--- config.mk ---
export PLATFORM = sky130hd
export DESIGN_NAME = ssf_sample_buffer
export DESIGN_NICKNAME = d
export VERILOG_FILES = /design/src/design/ssf_sample_mem.v /design/src/design/ssf_stage_fifo.v /design/src/design/ssf_sample_buffer.v
export VERILOG_INCLUDE_DIRS = /design/src /design/src/design
export SDC_FILE = /design/constraint.sdc
export NUM_CORES = 2
export LEC_CHECK = 0
export BUFFER_PORTS_ARGS = -buffer_cell sky130_fd_sc_hd__buf_2
export CORE_MARGIN = 2
export CORE_UTILIZATION = 46
export DETAILED_ROUTE_END_ITERATION = 16
export GPL_TIMING_DRIVEN = 1
export SETUP_SLACK_MARGIN = 0.1
export SYNTH_ARGS = -nofsm -noshare
export SYNTH_HDL_FRONTEND = slang
export SYNTH_SLANG_ARGS = --single-unit
--- constraint.sdc ---
create_clock -name clk -period 4.19 [get_ports clk]
set_clock_uncertainty 0.05 [all_clocks]
set_input_delay 0.6285 -clock clk [delete_from_list [all_inputs] [get_ports clk]]
set_output_delay 0.6285 -clock clk [all_outputs]
set_load 0.01 [all_outputs]
--- src/design/ssf_defs.vh ---
`ifndef SSF_DEFS_VH
`define SSF_DEFS_VH

// register map of the buffer block
`define SSF_ADDR_LIVE_HI 8'h01
`define SSF_ADDR_LIVE_LAST 8'h05
`define SSF_ADDR_IDENT 8'h0c
`define SSF_ADDR_STATUS 8'h0d
`define SSF_ADDR_DATA 8'h0e
`define SSF_ADDR_CONFIG 8'h0f
`define SSF_ADDR_TICKS 8'h10

// mode field codes
`define SSF_MODE_OFF 2'h0
`define SSF_MODE_CIRC 2'h1
`define SSF_MODE_STOP 2'h2

// config field positions
`define SSF_CFG_MODE_HI 7
`define SSF_CFG_MODE_LO 6
`define SSF_CFG_MARK_HI 5
`define SSF_CFG_MARK_LO 0

// sample geometry
`define SSF_SAMPLE_W 40
`define SSF_DEPTH 32
`define SSF_PTR_W 5
`define SSF_CNT_W 6
`define SSF_CNT_FULL 6'h20
`define SSF_CNT_ZERO 6'h00
`define SSF_CNT_ONE 6'h01
`define SSF_PTR_ONE 5'h01
`define SSF_LAST_BYTE 3'h4
`define SSF_IDX_ZERO 3'h0
`define SSF_IDX_ONE 3'h1
`define SSF_TICK_MAX 8'hff
`define SSF_TICK_ONE 8'h01

// input staging buffer
`define SSF_STAGE_DEPTH 4
`define SSF_STAGE_AW 2

// neutral identifier held from reset until the storage value is caught; value is arbitrary
`define SSF_ID_DEFAULT 8'h5a

`endif

--- src/design/ssf_sample_mem.v ---
`default_nettype none

// sample store; read data comes out of a register one cycle after the address
module ssf_sample_mem #(
   parameter WIDTH = 40,
   parameter DEPTH = 32,
   parameter AW = 5
) (
   input wire clk,
   input wire resetn,
   input wire ce,
   input wire we,
   input wire [AW-1:0] waddr,
   input wire [WIDTH-1:0] wdata,
   input wire [AW-1:0] raddr,
   output reg [WIDTH-1:0] rdata_q
);
   reg [WIDTH-1:0] mem [0:DEPTH-1];

   // array has no reset; only the output register is cleared
   always @(posedge clk) begin
      if (ce && we) begin
         mem[waddr] <= wdata;
      end
   end

   // read is registered; a word written on the same edge is forwarded, so a sample
   // stored into an empty buffer can be read on the very next cycle
   always @(posedge clk or negedge resetn) begin
      if (!resetn) begin
         rdata_q <= {WIDTH{1'b0}};
      end else if (ce) begin
         if (we && waddr == raddr) begin
            rdata_q <= wdata;
         end else begin
            rdata_q <= mem[raddr];
         end
      end
   end
endmodule // ssf_sample_mem

`default_nettype wire

--- src/design/ssf_stage_fifo.v ---
`default_nettype none

// small valid/ready staging queue in front of the sample store
module ssf_stage_fifo #(
   parameter WIDTH = 40,
   parameter DEPTH = 4,
   parameter AW = 2
) (
   input wire clk,
   input wire resetn,
   input wire ce,
   input wire in_valid,
   output wire in_ready,
   input wire [WIDTH-1:0] in_data,
   output wire out_valid,
   input wire out_ready,
   output wire [WIDTH-1:0] out_data
);
   reg [AW-1:0] wr_q;
   reg [AW-1:0] rd_q;
   reg [AW:0] cnt_q;
   wire [WIDTH-1:0] slot [0:DEPTH-1];
   wire push;
   wire pop;

   // honest full and empty from the occupancy count
   assign in_ready = (cnt_q != DEPTH[AW:0]);
   assign out_valid = (cnt_q != {(AW+1){1'b0}});
   assign push = in_valid && in_ready && ce;
   assign pop = out_valid && out_ready && ce;
   assign out_data = slot[rd_q];

   // one storage register per slot
   genvar g;
   generate
      for (g = 0; g < DEPTH; g = g + 1) begin : g_slot
         reg [WIDTH-1:0] data_q;
         always @(posedge clk or negedge resetn) begin
            if (!resetn) begin
               data_q <= {WIDTH{1'b0}};
            end else if (push && wr_q == g[AW-1:0]) begin
               data_q <= in_data;
            end
         end
         assign slot[g] = data_q;
      end
   endgenerate

   // pointers wrap naturally since depth is a power of two
   always @(posedge clk or negedge resetn) begin
      if (!resetn) begin
         wr_q <= {AW{1'b0}};
         rd_q <= {AW{1'b0}};
         cnt_q <= {(AW+1){1'b0}};
      end else begin
         if (push) begin
            wr_q <= wr_q + {{(AW-1){1'b0}}, 1'b1};
         end
         if (pop) begin
            rd_q <= rd_q + {{(AW-1){1'b0}}, 1'b1};
         end
         if (push && !pop) begin
            cnt_q <= cnt_q + {{AW{1'b0}}, 1'b1};
         end else if (pop && !push) begin
            cnt_q <= cnt_q - {{AW{1'b0}}, 1'b1};
         end
      end
   end
endmodule // ssf_stage_fifo

`default_nettype wire

--- src/design/ssf_sample_buffer.v ---
`include "ssf_defs.vh"
`default_nettype none

module ssf_sample_buffer (
   input wire clk,
   input wire resetn,
   input wire ce,
   input wire [7:0] reg_addr,
   input wire reg_wr,
   input wire [7:0] reg_wdata,
   input wire reg_rd,
   output reg [7:0] reg_rdata_q,
   input wire [7:0] nvm_id,
   input wire system_active,
   input wire sample_tick,
   input wire sample_valid,
   output wire sample_ready,
   input wire [39:0] sample_data,
   output reg buffer_event_source_q,
   output reg overflow_flag_q,
   output reg level_mark_flag_q,
   output reg [5:0] sample_count_q
);
   // configuration, pointers and byte index of the sample under read
   reg [1:0] mode_q;
   reg [1:0] mode_d;
   reg [5:0] level_mark_q;
   reg [5:0] level_mark_d;
   reg [4:0] head_q;
   reg [4:0] head_d;
   reg [4:0] tail_q;
   reg [4:0] tail_d;
   reg [5:0] count_d;
   reg [2:0] idx_q;
   reg [2:0] idx_d;
   reg overflow_d;
   reg level_mark_flag_d;
   reg event_d;
   reg [7:0] tick_value_q;
   reg [7:0] tick_value_d;
   reg active_q;
   reg [7:0] device_identifier_q;
   reg id_taken_q;
   reg [7:0] rdata_d;
   reg mem_we;
   reg flush;
   reg emptied;
   // decoded strobes and the datapath between queue, store and read mux
   wire enabled;
   wire cfg_wr;
   wire status_rd;
   wire data_rd;
   wire stage_valid;
   wire [39:0] stage_data;
   wire [39:0] mem_rdata;
   wire drain;
   wire ovf_rise;
   wire mark_rise;

   // data port address decode, used by read mux and pop logic
   function is_data_addr;
      input [7:0] a;
      begin
         is_data_addr = (a == `SSF_ADDR_DATA) || (a == `SSF_ADDR_LIVE_HI);
      end
   endfunction

   // byte order of one stored sample
   // index zero is the pressure high byte, four the temperature low byte
   function [7:0] byte_of;
      input [39:0] s;
      input [2:0] i;
      begin
         case (i)
            3'h0: byte_of = s[39:32];
            3'h1: byte_of = s[31:24];
            3'h2: byte_of = s[23:16];
            3'h3: byte_of = s[15:8];
            default: byte_of = s[7:0];
         endcase
      end
   endfunction

   assign enabled = (mode_q == `SSF_MODE_CIRC) || (mode_q == `SSF_MODE_STOP);
   assign cfg_wr = ce && reg_wr && (reg_addr == `SSF_ADDR_CONFIG);
   assign status_rd = ce && reg_rd && (reg_addr == `SSF_ADDR_STATUS);
   assign data_rd = ce && reg_rd && enabled && is_data_addr(reg_addr);
   // the store has one port per cycle for pops, so staging stalls during a data read;
   // the staging queue keeps samples arriving meanwhile
   assign drain = stage_valid && !data_rd;

   // samples enter through a 4-word staging queue; its ready is the source back-pressure
   // a data burst longer than four sample periods holds the source off; the queue drops nothing, but samples drained while off or full in stop mode are discarded
   ssf_stage_fifo #(
      .WIDTH(`SSF_SAMPLE_W),
      .DEPTH(`SSF_STAGE_DEPTH),
      .AW(`SSF_STAGE_AW)
   ) u_stage (
      .clk(clk),
      .resetn(resetn),
      .ce(ce),
      .in_valid(sample_valid),
      .in_ready(sample_ready),
      .in_data(sample_data),
      .out_valid(stage_valid),
      .out_ready(drain),
      .out_data(stage_data)
   );

   // sample store; read address follows the next head so oldest data is ready
   ssf_sample_mem #(
      .WIDTH(`SSF_SAMPLE_W),
      .DEPTH(`SSF_DEPTH),
      .AW(`SSF_PTR_W)
   ) u_mem (
      .clk(clk),
      .resetn(resetn),
      .ce(ce),
      .we(mem_we),
      .waddr(tail_q),
      .wdata(stage_data),
      .raddr(head_d),
      .rdata_q(mem_rdata)
   );

   // next state of mode, pointers and count
   // a read and a drain never share a cycle, so the store needs only one port
   always @* begin
      mode_d = mode_q;
      level_mark_d = level_mark_q;
      head_d = head_q;
      tail_d = tail_q;
      count_d = sample_count_q;
      idx_d = idx_q;
      mem_we = 1'b0;
      emptied = 1'b0;
      if (cfg_wr) begin
         mode_d = reg_wdata[`SSF_CFG_MODE_HI:`SSF_CFG_MODE_LO];
         level_mark_d = reg_wdata[`SSF_CFG_MARK_HI:`SSF_CFG_MARK_LO];
      end
      // off mode, a write of off, or standby to active all empty the store
      // active_q is frozen with ce, so an edge seen while ce is low is acted on later
      flush = (mode_d == `SSF_MODE_OFF) || (ce && system_active && !active_q);
      if (flush) begin
         head_d = {`SSF_PTR_W{1'b0}};
         tail_d = {`SSF_PTR_W{1'b0}};
         count_d = `SSF_CNT_ZERO;
         idx_d = `SSF_IDX_ZERO;
      end else if (data_rd && sample_count_q != `SSF_CNT_ZERO) begin
         // one byte leaves per read; fifth byte retires the sample
         if (idx_q == `SSF_LAST_BYTE) begin
            idx_d = `SSF_IDX_ZERO;
            head_d = head_q + `SSF_PTR_ONE;
            count_d = sample_count_q - `SSF_CNT_ONE;
            emptied = (sample_count_q == `SSF_CNT_ONE);
         end else begin
            idx_d = idx_q + `SSF_IDX_ONE;
         end
      end else if (ce && drain && enabled) begin
         // one sample per cycle from the staging queue; watermark never blocks
         if (sample_count_q != `SSF_CNT_FULL) begin
            mem_we = 1'b1;
            tail_d = tail_q + `SSF_PTR_ONE;
            count_d = sample_count_q + `SSF_CNT_ONE;
         end else if (mode_q == `SSF_MODE_CIRC) begin
            // overwrite oldest; count stays at full
            // a partly read oldest sample is lost; reads restart at byte one of the next
            mem_we = 1'b1;
            tail_d = tail_q + `SSF_PTR_ONE;
            head_d = head_q + `SSF_PTR_ONE;
            idx_d = `SSF_IDX_ZERO;
         end
      end
   end

   // flag levels follow the next count and mode, so they move on the count's edge
   always @* begin
      overflow_d = (mode_d != `SSF_MODE_OFF) && (count_d == `SSF_CNT_FULL);
      level_mark_flag_d = (mode_d != `SSF_MODE_OFF) && (level_mark_d != `SSF_CNT_ZERO)
         && (count_d >= level_mark_d);
   end

   // each flag's own rising edge is an event: an overflow still counts while the level
   // mark is already up, which a single edge on the or of both would miss
   assign ovf_rise = ce && overflow_d && !overflow_flag_q;
   assign mark_rise = ce && level_mark_flag_d && !level_mark_flag_q;

   // a new event wins over a status-read clear in the same cycle, so none is lost
   always @* begin
      event_d = buffer_event_source_q;
      if (status_rd) begin
         event_d = 1'b0;
      end
      if (ovf_rise || mark_rise) begin
         event_d = 1'b1;
      end
   end

   // tick counter runs while overflowed, saturates, clears on emptying read
   // saturating keeps a long overflow from wrapping back to a small, misleading age
   always @* begin
      tick_value_d = tick_value_q;
      if (flush || emptied) begin
         tick_value_d = {8{1'b0}};
      end else if (ce && overflow_flag_q && sample_tick && tick_value_q != `SSF_TICK_MAX) begin
         tick_value_d = tick_value_q + `SSF_TICK_ONE;
      end
   end

   // read data mux; live pressure and temperature bytes sit outside this block,
   // so with the buffer off 01h to 05h read zero
   // a read of an empty enabled buffer still counts as a data read and stalls the drain
   always @* begin
      rdata_d = reg_rdata_q;
      if (ce && reg_rd) begin
         rdata_d = 8'h00;
         if (data_rd) begin
            if (sample_count_q != `SSF_CNT_ZERO) begin
               rdata_d = byte_of(mem_rdata, idx_q);
            end // empty buffer reads zero
         end else begin
            case (reg_addr)
               `SSF_ADDR_IDENT: rdata_d = device_identifier_q;
               `SSF_ADDR_STATUS: rdata_d = {overflow_flag_q, level_mark_flag_q,
                  sample_count_q};
               `SSF_ADDR_CONFIG: rdata_d = {mode_q, level_mark_q};
               `SSF_ADDR_TICKS: rdata_d = tick_value_q;
               default: rdata_d = 8'h00; // 02h-05h read zero while enabled
            endcase
         end
      end
   end

   // identifier is caught from storage once, after reset release
   // later changes on the storage input are ignored, so the value reads the same all run
   always @(posedge clk or negedge resetn) begin
      if (!resetn) begin
         device_identifier_q <= `SSF_ID_DEFAULT;
         id_taken_q <= 1'b0;
      end else if (ce && !id_taken_q) begin
         device_identifier_q <= nvm_id;
         id_taken_q <= 1'b1;
      end
   end

   // state registers, all cleared to off and empty
   // ce low holds these, the staging queue and the store alike
   always @(posedge clk or negedge resetn) begin
      if (!resetn) begin
         mode_q <= `SSF_MODE_OFF;
         level_mark_q <= `SSF_CNT_ZERO;
         head_q <= {`SSF_PTR_W{1'b0}};
         tail_q <= {`SSF_PTR_W{1'b0}};
         sample_count_q <= `SSF_CNT_ZERO;
         idx_q <= `SSF_IDX_ZERO;
         overflow_flag_q <= 1'b0;
         level_mark_flag_q <= 1'b0;
         buffer_event_source_q <= 1'b0;
         tick_value_q <= 8'h00;
         active_q <= 1'b0;
         reg_rdata_q <= 8'h00;
      end else if (ce) begin
         mode_q <= mode_d;
         level_mark_q <= level_mark_d;
         head_q <= head_d;
         tail_q <= tail_d;
         sample_count_q <= count_d;
         idx_q <= idx_d;
         overflow_flag_q <= overflow_d;
         level_mark_flag_q <= level_mark_flag_d;
         buffer_event_source_q <= event_d;
         tick_value_q <= tick_value_d;
         active_q <= system_active;
         reg_rdata_q <= rdata_d;
      end
   end
endmodule // ssf_sample_buffer

`default_nettype wire

# Word level (Yosys, flattened, before mapping)
# Memory sizes are Yosys's and may differ from the RTL's. A register that Yosys moved wholly into a read port is not among the register bits.
# Cells that the tools add are included.
# Widths: inputs -> output; s select.
# totals
register_bits,223
mem_bits_rw,1280
mem_count,1
inputBits,72
out_inout_bits,18
wordCells,170
# classes
addsub,10
n_mux,47
reduce_logical,66
n_eq_ne,22
order_cmp,2
n_bitwise,1
# memory_table
name,depth,word_bits,rd,rd_clocked_by_memory_dff,wr,line,source
u_mem.mem,32,40,1,1,1,ssf_sample_mem.v:18,reg [WIDTH-1:0] mem [0:DEPTH-1];
# ops
op,n
$bmux 40 s2,1
$mux 40,2
$pmux 8 s4,2
$mux 5,11
$mux 6,6
$logic_and 1x1->1,34
$eq 8x4->1 const B,4
$mux 8,4
$mux 3,8
$mux 1,12
$reduce_bool 3->1,4
$reduce_bool 6->1,2
$add 5x1->5 const B,2
$reduce_bool 2->1,5
$add 8x1->8 const B,1
$eq 8x1->1 const B,1
$eq 8x5->1 const B,1
$logic_not 1->1,8
$ne 8x8->1 const B,1
$reduce_and 4->1,2
$add 3x1->3 const B,2
$add 6x1->6 const B,1
$eq 2x2->1 const B,3
$eq 3x2->1 const B,2
19 further kinds,29

# Longest topological paths before layout
# logic_depth
depth_word,18
mapped_depth,20

# Modules after synthesis
# From an unflattened synthesis, not the netlist that was laid out.
# hier_totals
cells_unflattened,3060
hier_area_um2,62173.4
# modules_own_cells
mod,cells_per_inst,n_inst,area_each_um2
ssf_sample_mem,2237,1,50477.2
ssf_stage_fifo,422,1,8001.4
ssf_sample_buffer,401,1,3694.8

# Least setup slack after synthesis
# Ideal clock, no wire load.
# synth_timing
path_type,input-to-reg
start,input port reg_addr[7]
end,memory u_mem.mem[31][0] (enable)
required_time_ns,3.702
slack_ns,-0.335
path_buffers,1
arrival_time_ns,4.038
cell_stages,7
path_cell_list,or4_4 -> o31ai_2 -> and2_1 -> buf_2 -> and2_1 -> nand2_1 -> nor2_1
# synth_between
elab_chain_len,13
# synth_rtl
element,line,source
from (decl),ssf_sample_buffer.v:8,"input wire [7:0] reg_addr,"
$eq 8x4->1 (no line) / $eq 8x1->1 (equally long branches),--,
$logic_or 1x1->1,ssf_sample_buffer.v:64,is_data_addr = (a == `SSF_ADDR_DATA) || (a == `SSF_ADDR_LIVE_HI);
$logic_and 1x1->1,ssf_sample_buffer.v:87,assign data_rd = ce && reg_rd && enabled && is_data_addr(reg_addr);
$logic_not 1->1,ssf_sample_buffer.v:90,assign drain = stage_valid && !data_rd;
$logic_and 1x1->1,ssf_sample_buffer.v:90,
$logic_and 1x1->1 (2 in series),ssf_sample_buffer.v:159,end else if (ce && drain && enabled) begin
$mux 1,ssf_sample_buffer.v:159,
$mux 1,ssf_sample_buffer.v:149,end else if (data_rd && sample_count_q != `SSF_CNT_ZERO) begin
$mux 1 (*),ssf_sample_buffer.v:144,if (flush) begin
$logic_and 1x1->1 (*),ssf_sample_mem.v:22,if (ce && we) begin
$mux 1 (*),ssf_sample_mem.v:22,
$mux 1 (not written as such) (*),ssf_sample_mem.v:23,mem[waddr] <= wdata;
to (decl),ssf_sample_mem.v:18,
# Every way passes the cells marked *; elsewhere a longest branch is shown, timed or not.

# Final worst setup path
# layout_timing
start,register sample_count_q[1]
end,register u_mem.rdata_q[23] (read register of u_mem.mem)
# layout_between
elab_chain_len,5
# layout_rtl
element,line,source
from (decl),ssf_sample_buffer.v:22,output reg [5:0] sample_count_q
from (signal assigned),ssf_sample_buffer.v:254,sample_count_q <= `SSF_CNT_ZERO;
from (signal assigned),ssf_sample_buffer.v:267,sample_count_q <= count_d;
$ne 6x6->1 (no line),--,
$mux 5,ssf_sample_buffer.v:161,if (sample_count_q != `SSF_CNT_FULL) begin
$mux 5,ssf_sample_buffer.v:159,
$mux 5 (*),ssf_sample_buffer.v:149,
$mux 5 (*),ssf_sample_buffer.v:144,
to (decl),ssf_sample_mem.v:16,output reg [WIDTH-1:0] rdata_q
# Marked as above.
# A chain may end at the register's enable or synchronous reset.

==> flow_summary.yaml <==
power_and_ir_drop:
  seqPwrFrac: 0.505
  swShare: 0.294
  internal-power_mw: 32.7
  pwr-share-clk: 0.301
  p_leak_nw: 25.9
  powerDensity_nw_per_um2: 620
  p_switching_mw: 13.6
  peakVddDrop_v: 0.000748
  p_comb_frac: 0.194
synth:
  async_reset_ff_frac: 0.170
  synth_adder_area_share: 0.00541
  synth_seq_cells: 1543
  synth_top_family_by_area: "multiplexers"
  syn_nets: 4528
  synth_xor_area_frac: 0.00310
  syn_inst: 4429
  yosys-mux-area-fraction: 0.100
  ys_types: 80
  synth.top_cells.by_area: "edfxtp_1 (60%), dfrtp_1 (10%), mux2i_1 (5.4%)"
  ys_seq_area_frac: 0.705
  ys_warn_count: 0
  synthFlopType: "edfxtp_1"
  synth_edf_count: 1280
  avgSynthCellArea_um2: 14.4
  synth-compound-area-share: 0.0794
  synthDominantCellAreaShare: 0.602
  netlist_area_um2: 63800
  synth-simple-area-share: 0.0772
  synth_top_area_cell: "edfxtp_1"
layout:
  num_antenna_cells: 0
  layout_commonest_cell: "edfxtp_1"
  areaGrowthSynthToFinish_pct: 17.2
  final_cell_mix: "edfxtp_1 (1,280), nand2_1 (638), mux2i_1 (341), nand3_1 (272), dfrtp_1 (257)"
  fin_area_um2: 74800
  fin_util: 0.543
  drive_gt1_frac: 0.196
  final_nets: 4824
floorplanning:
  rows: 136
  dieArea_um2: 142000
  die_w_um: 377
  die_h_um: 377
  coreArea_um2: 138000
  num_io_pins: 90
  initial_utilization: 0.464
sta:
  hold_viol_final: 0
  timing.final.ws_setup_ps: 302
  tightestPinTransition_ps: 1050
  relSlewSlack: 0.299
  min_period_over_period: 0.928
  fin_tns_setup_ps: 0
  rsz0062_at_grt: "yes"
  fmaxAchievable_ghz: 0.257
  finalCriticalPeriod_ps: 3890
  hold_ws_ps: 58.0
  setup_viol: 0
  slew_viol_final: 0
hold_path:
  hp-class: "input port to flop"
  hold_path.startpoint: "sample_data[22]"
clock_tree:
  cts_tree: "done"
  htreeDepth: 4
  clkSlewWorstSetupHoldPaths_ps: 60
  cts_buffer_depth: 3
  cts_made_buffers: 161
  clkSinkCount: 1543
  clock_latency_ps: 810
  cts_root_buf: "clkbuf_16"
global_routing:
  grt_overflow_total: 0
  grt_pass1_wl_um: 267000
  grt_start_max_net_pins: 117
  grt_usage: 0.257
  antenna_found_initial: 3
  grt_pass1_vias: 39000
placement:
  hpwl_um: 107000
  placed_cell_area_um2: 69500
  gp_congestion: 0.847
  portBuffers: 89
  post-place-ws_ps: -84.1
worst_setup_path:
  critPathLaunchType: "flop"
  cp_max_fo: 18
  arrival_ps: 4580
  r2r-start: "sample_count_q[1]$_DFFE_PN0P_"
  end_kind: "flop"
  cp.required_ps: 4880
  critPathLaunch: "sample_count_q[1]$_DFFE_PN0P_"
  crit_type: "flop to flop"
route:
  first_iter_violations: 4943
  drcViolationCount: 0
  vias_per_cell: 6.03
  routedWlPerCell_um: 27.5
  routed_wl_um: 183000
  drtAntennaViolNets: 0
  drt_pass1_iterations: 8
  num_vias: 40100
run_status:
  status: "finished clean"
flow_run:
  cap_violations: 0
-- power groups by stage --
stage,registers [mW],logic [mW],clock network [mW]
6_report,23.4,8.97,14.0
5_1_grt,23.6,9.59,14.8
4_1_cts,23.4,8.82,14.2
3_5_place_dp,23.7,8.79,0
3_3_place_gp,23.6,8.57,0
2_1_floorplan,23.0,5.21,0
-- stage by stage --
stage	power, mW	std cells
2_1_floorplan	28.3	4429
3_3_place_gp	32.2	6341
3_5_place_dp	32.5	6341
4_1_cts	46.4	6652
5_1_grt	48.0	6653
6_report	46.3	6653
-- final timing paths --
kind                                                            end  slack, ps  cells past startpoint
max reg2reg                           u_mem.rdata_q[23]$_DFFE_PN0P_        300                     16
max in group asynchronous   u_stage.g_slot[2].data_q[9]$_DFFE_PN0P_       2640                      3
min in group asynchronous             u_mem.rdata_q[12]$_DFFE_PN0P_        330                      2
max                                   u_mem.rdata_q[23]$_DFFE_PN0P_        300                     16
min                        u_stage.g_slot[0].data_q[22]$_DFFE_PN0P_         60                      2
min reg2reg                                  id_taken_q$_DFFE_PN0P_        430                      1
-- layer usage --
metal | routed length (um) | global-route usage
met5 | 13 | 0
met4 | 4660 | 0.0777
met3 | 16100 | 0.0479
met2 | 85600 | 0.407
met1 | 76300 | 0.363
-- flip-flops by register name, indices dropped and copies added, names as in the netlist, 3 cells and up --
register	count
tick_value_q	8
sample_count_q	6
device_identifier_q	8
head_q	5
idx_q	3
reg_rdata_q	8
level_mark_q	6
u_mem.rdata_q	40
u_stage.cnt_q	3
u_stage.g_slot.data_q	160
tail_q	5
u_mem.mem	1280
-- kinds of logic (layout without fill, tap and decap cells) --
| logic type | Yosys count | after routing |
|---|---|---|
| flip-flops | 1543 | 1543 |
| AND/OR/NAND/NOR | 1123 | 1123 |
| AO/OA/AOI/OAI | 708 | 708 |
| multiplexers | 566 | 566 |
| buffers and inverters | 441 | 871 |
| adder cells (fa/ha/maj) | 27 | 27 |
| XOR/XNOR | 21 | 21 |
-- critical path, cell delays in order (launching register included) --
cell and delay, ps:
dfrtp_1 370, inv_1 90, ha_1 190, or4b_4 490, nor4b_4 230, nand2_1 80
buf_4 170, a21boi_1 140, buf_4 150, mux2_8 400, buf_12 180, buf_12 200
buf_12 140, mux2i_1 170, o22ai_1 150, nor4_1 370, a21o_1 170
-- cell usage after synthesis, types with 40 or more instances --
master    count
a211oi_1    123
a21oi_1      99
a22oi_1      40
a41oi_1     116
buf_2        80
clkbuf_1    162
dfrtp_1     259
edfxtp_1   1280
inv_1       143
mux2_2      182
mux2i_1     343
mux4_2       40
nand2_1     646
nand3_1     273
nor2_1       82
o21ai_0      77
-- area by class of cell --
class                           count  area, um^2
Clock buffer                      226        4430
Clock inverter                     71         717
Fill cell                       11100       62900
Inverter                          144         541
Multi-Input combinational cell   2445       17300
Sequential cell                  1543       45000
Tap cell                         1794        2240
Timing Repair Buffer              430        4490
-- repair_timing --
item	4_1_cts	5_1_grt
gates resized for setup	1	8
hold buffers	14	0
setup buffers	0	1
pin swaps	0	3
hold endpoints to repair	75	0
endpoints found under the setup margin	5	42
Note: power is estimated with default switching activity, not from simulation.
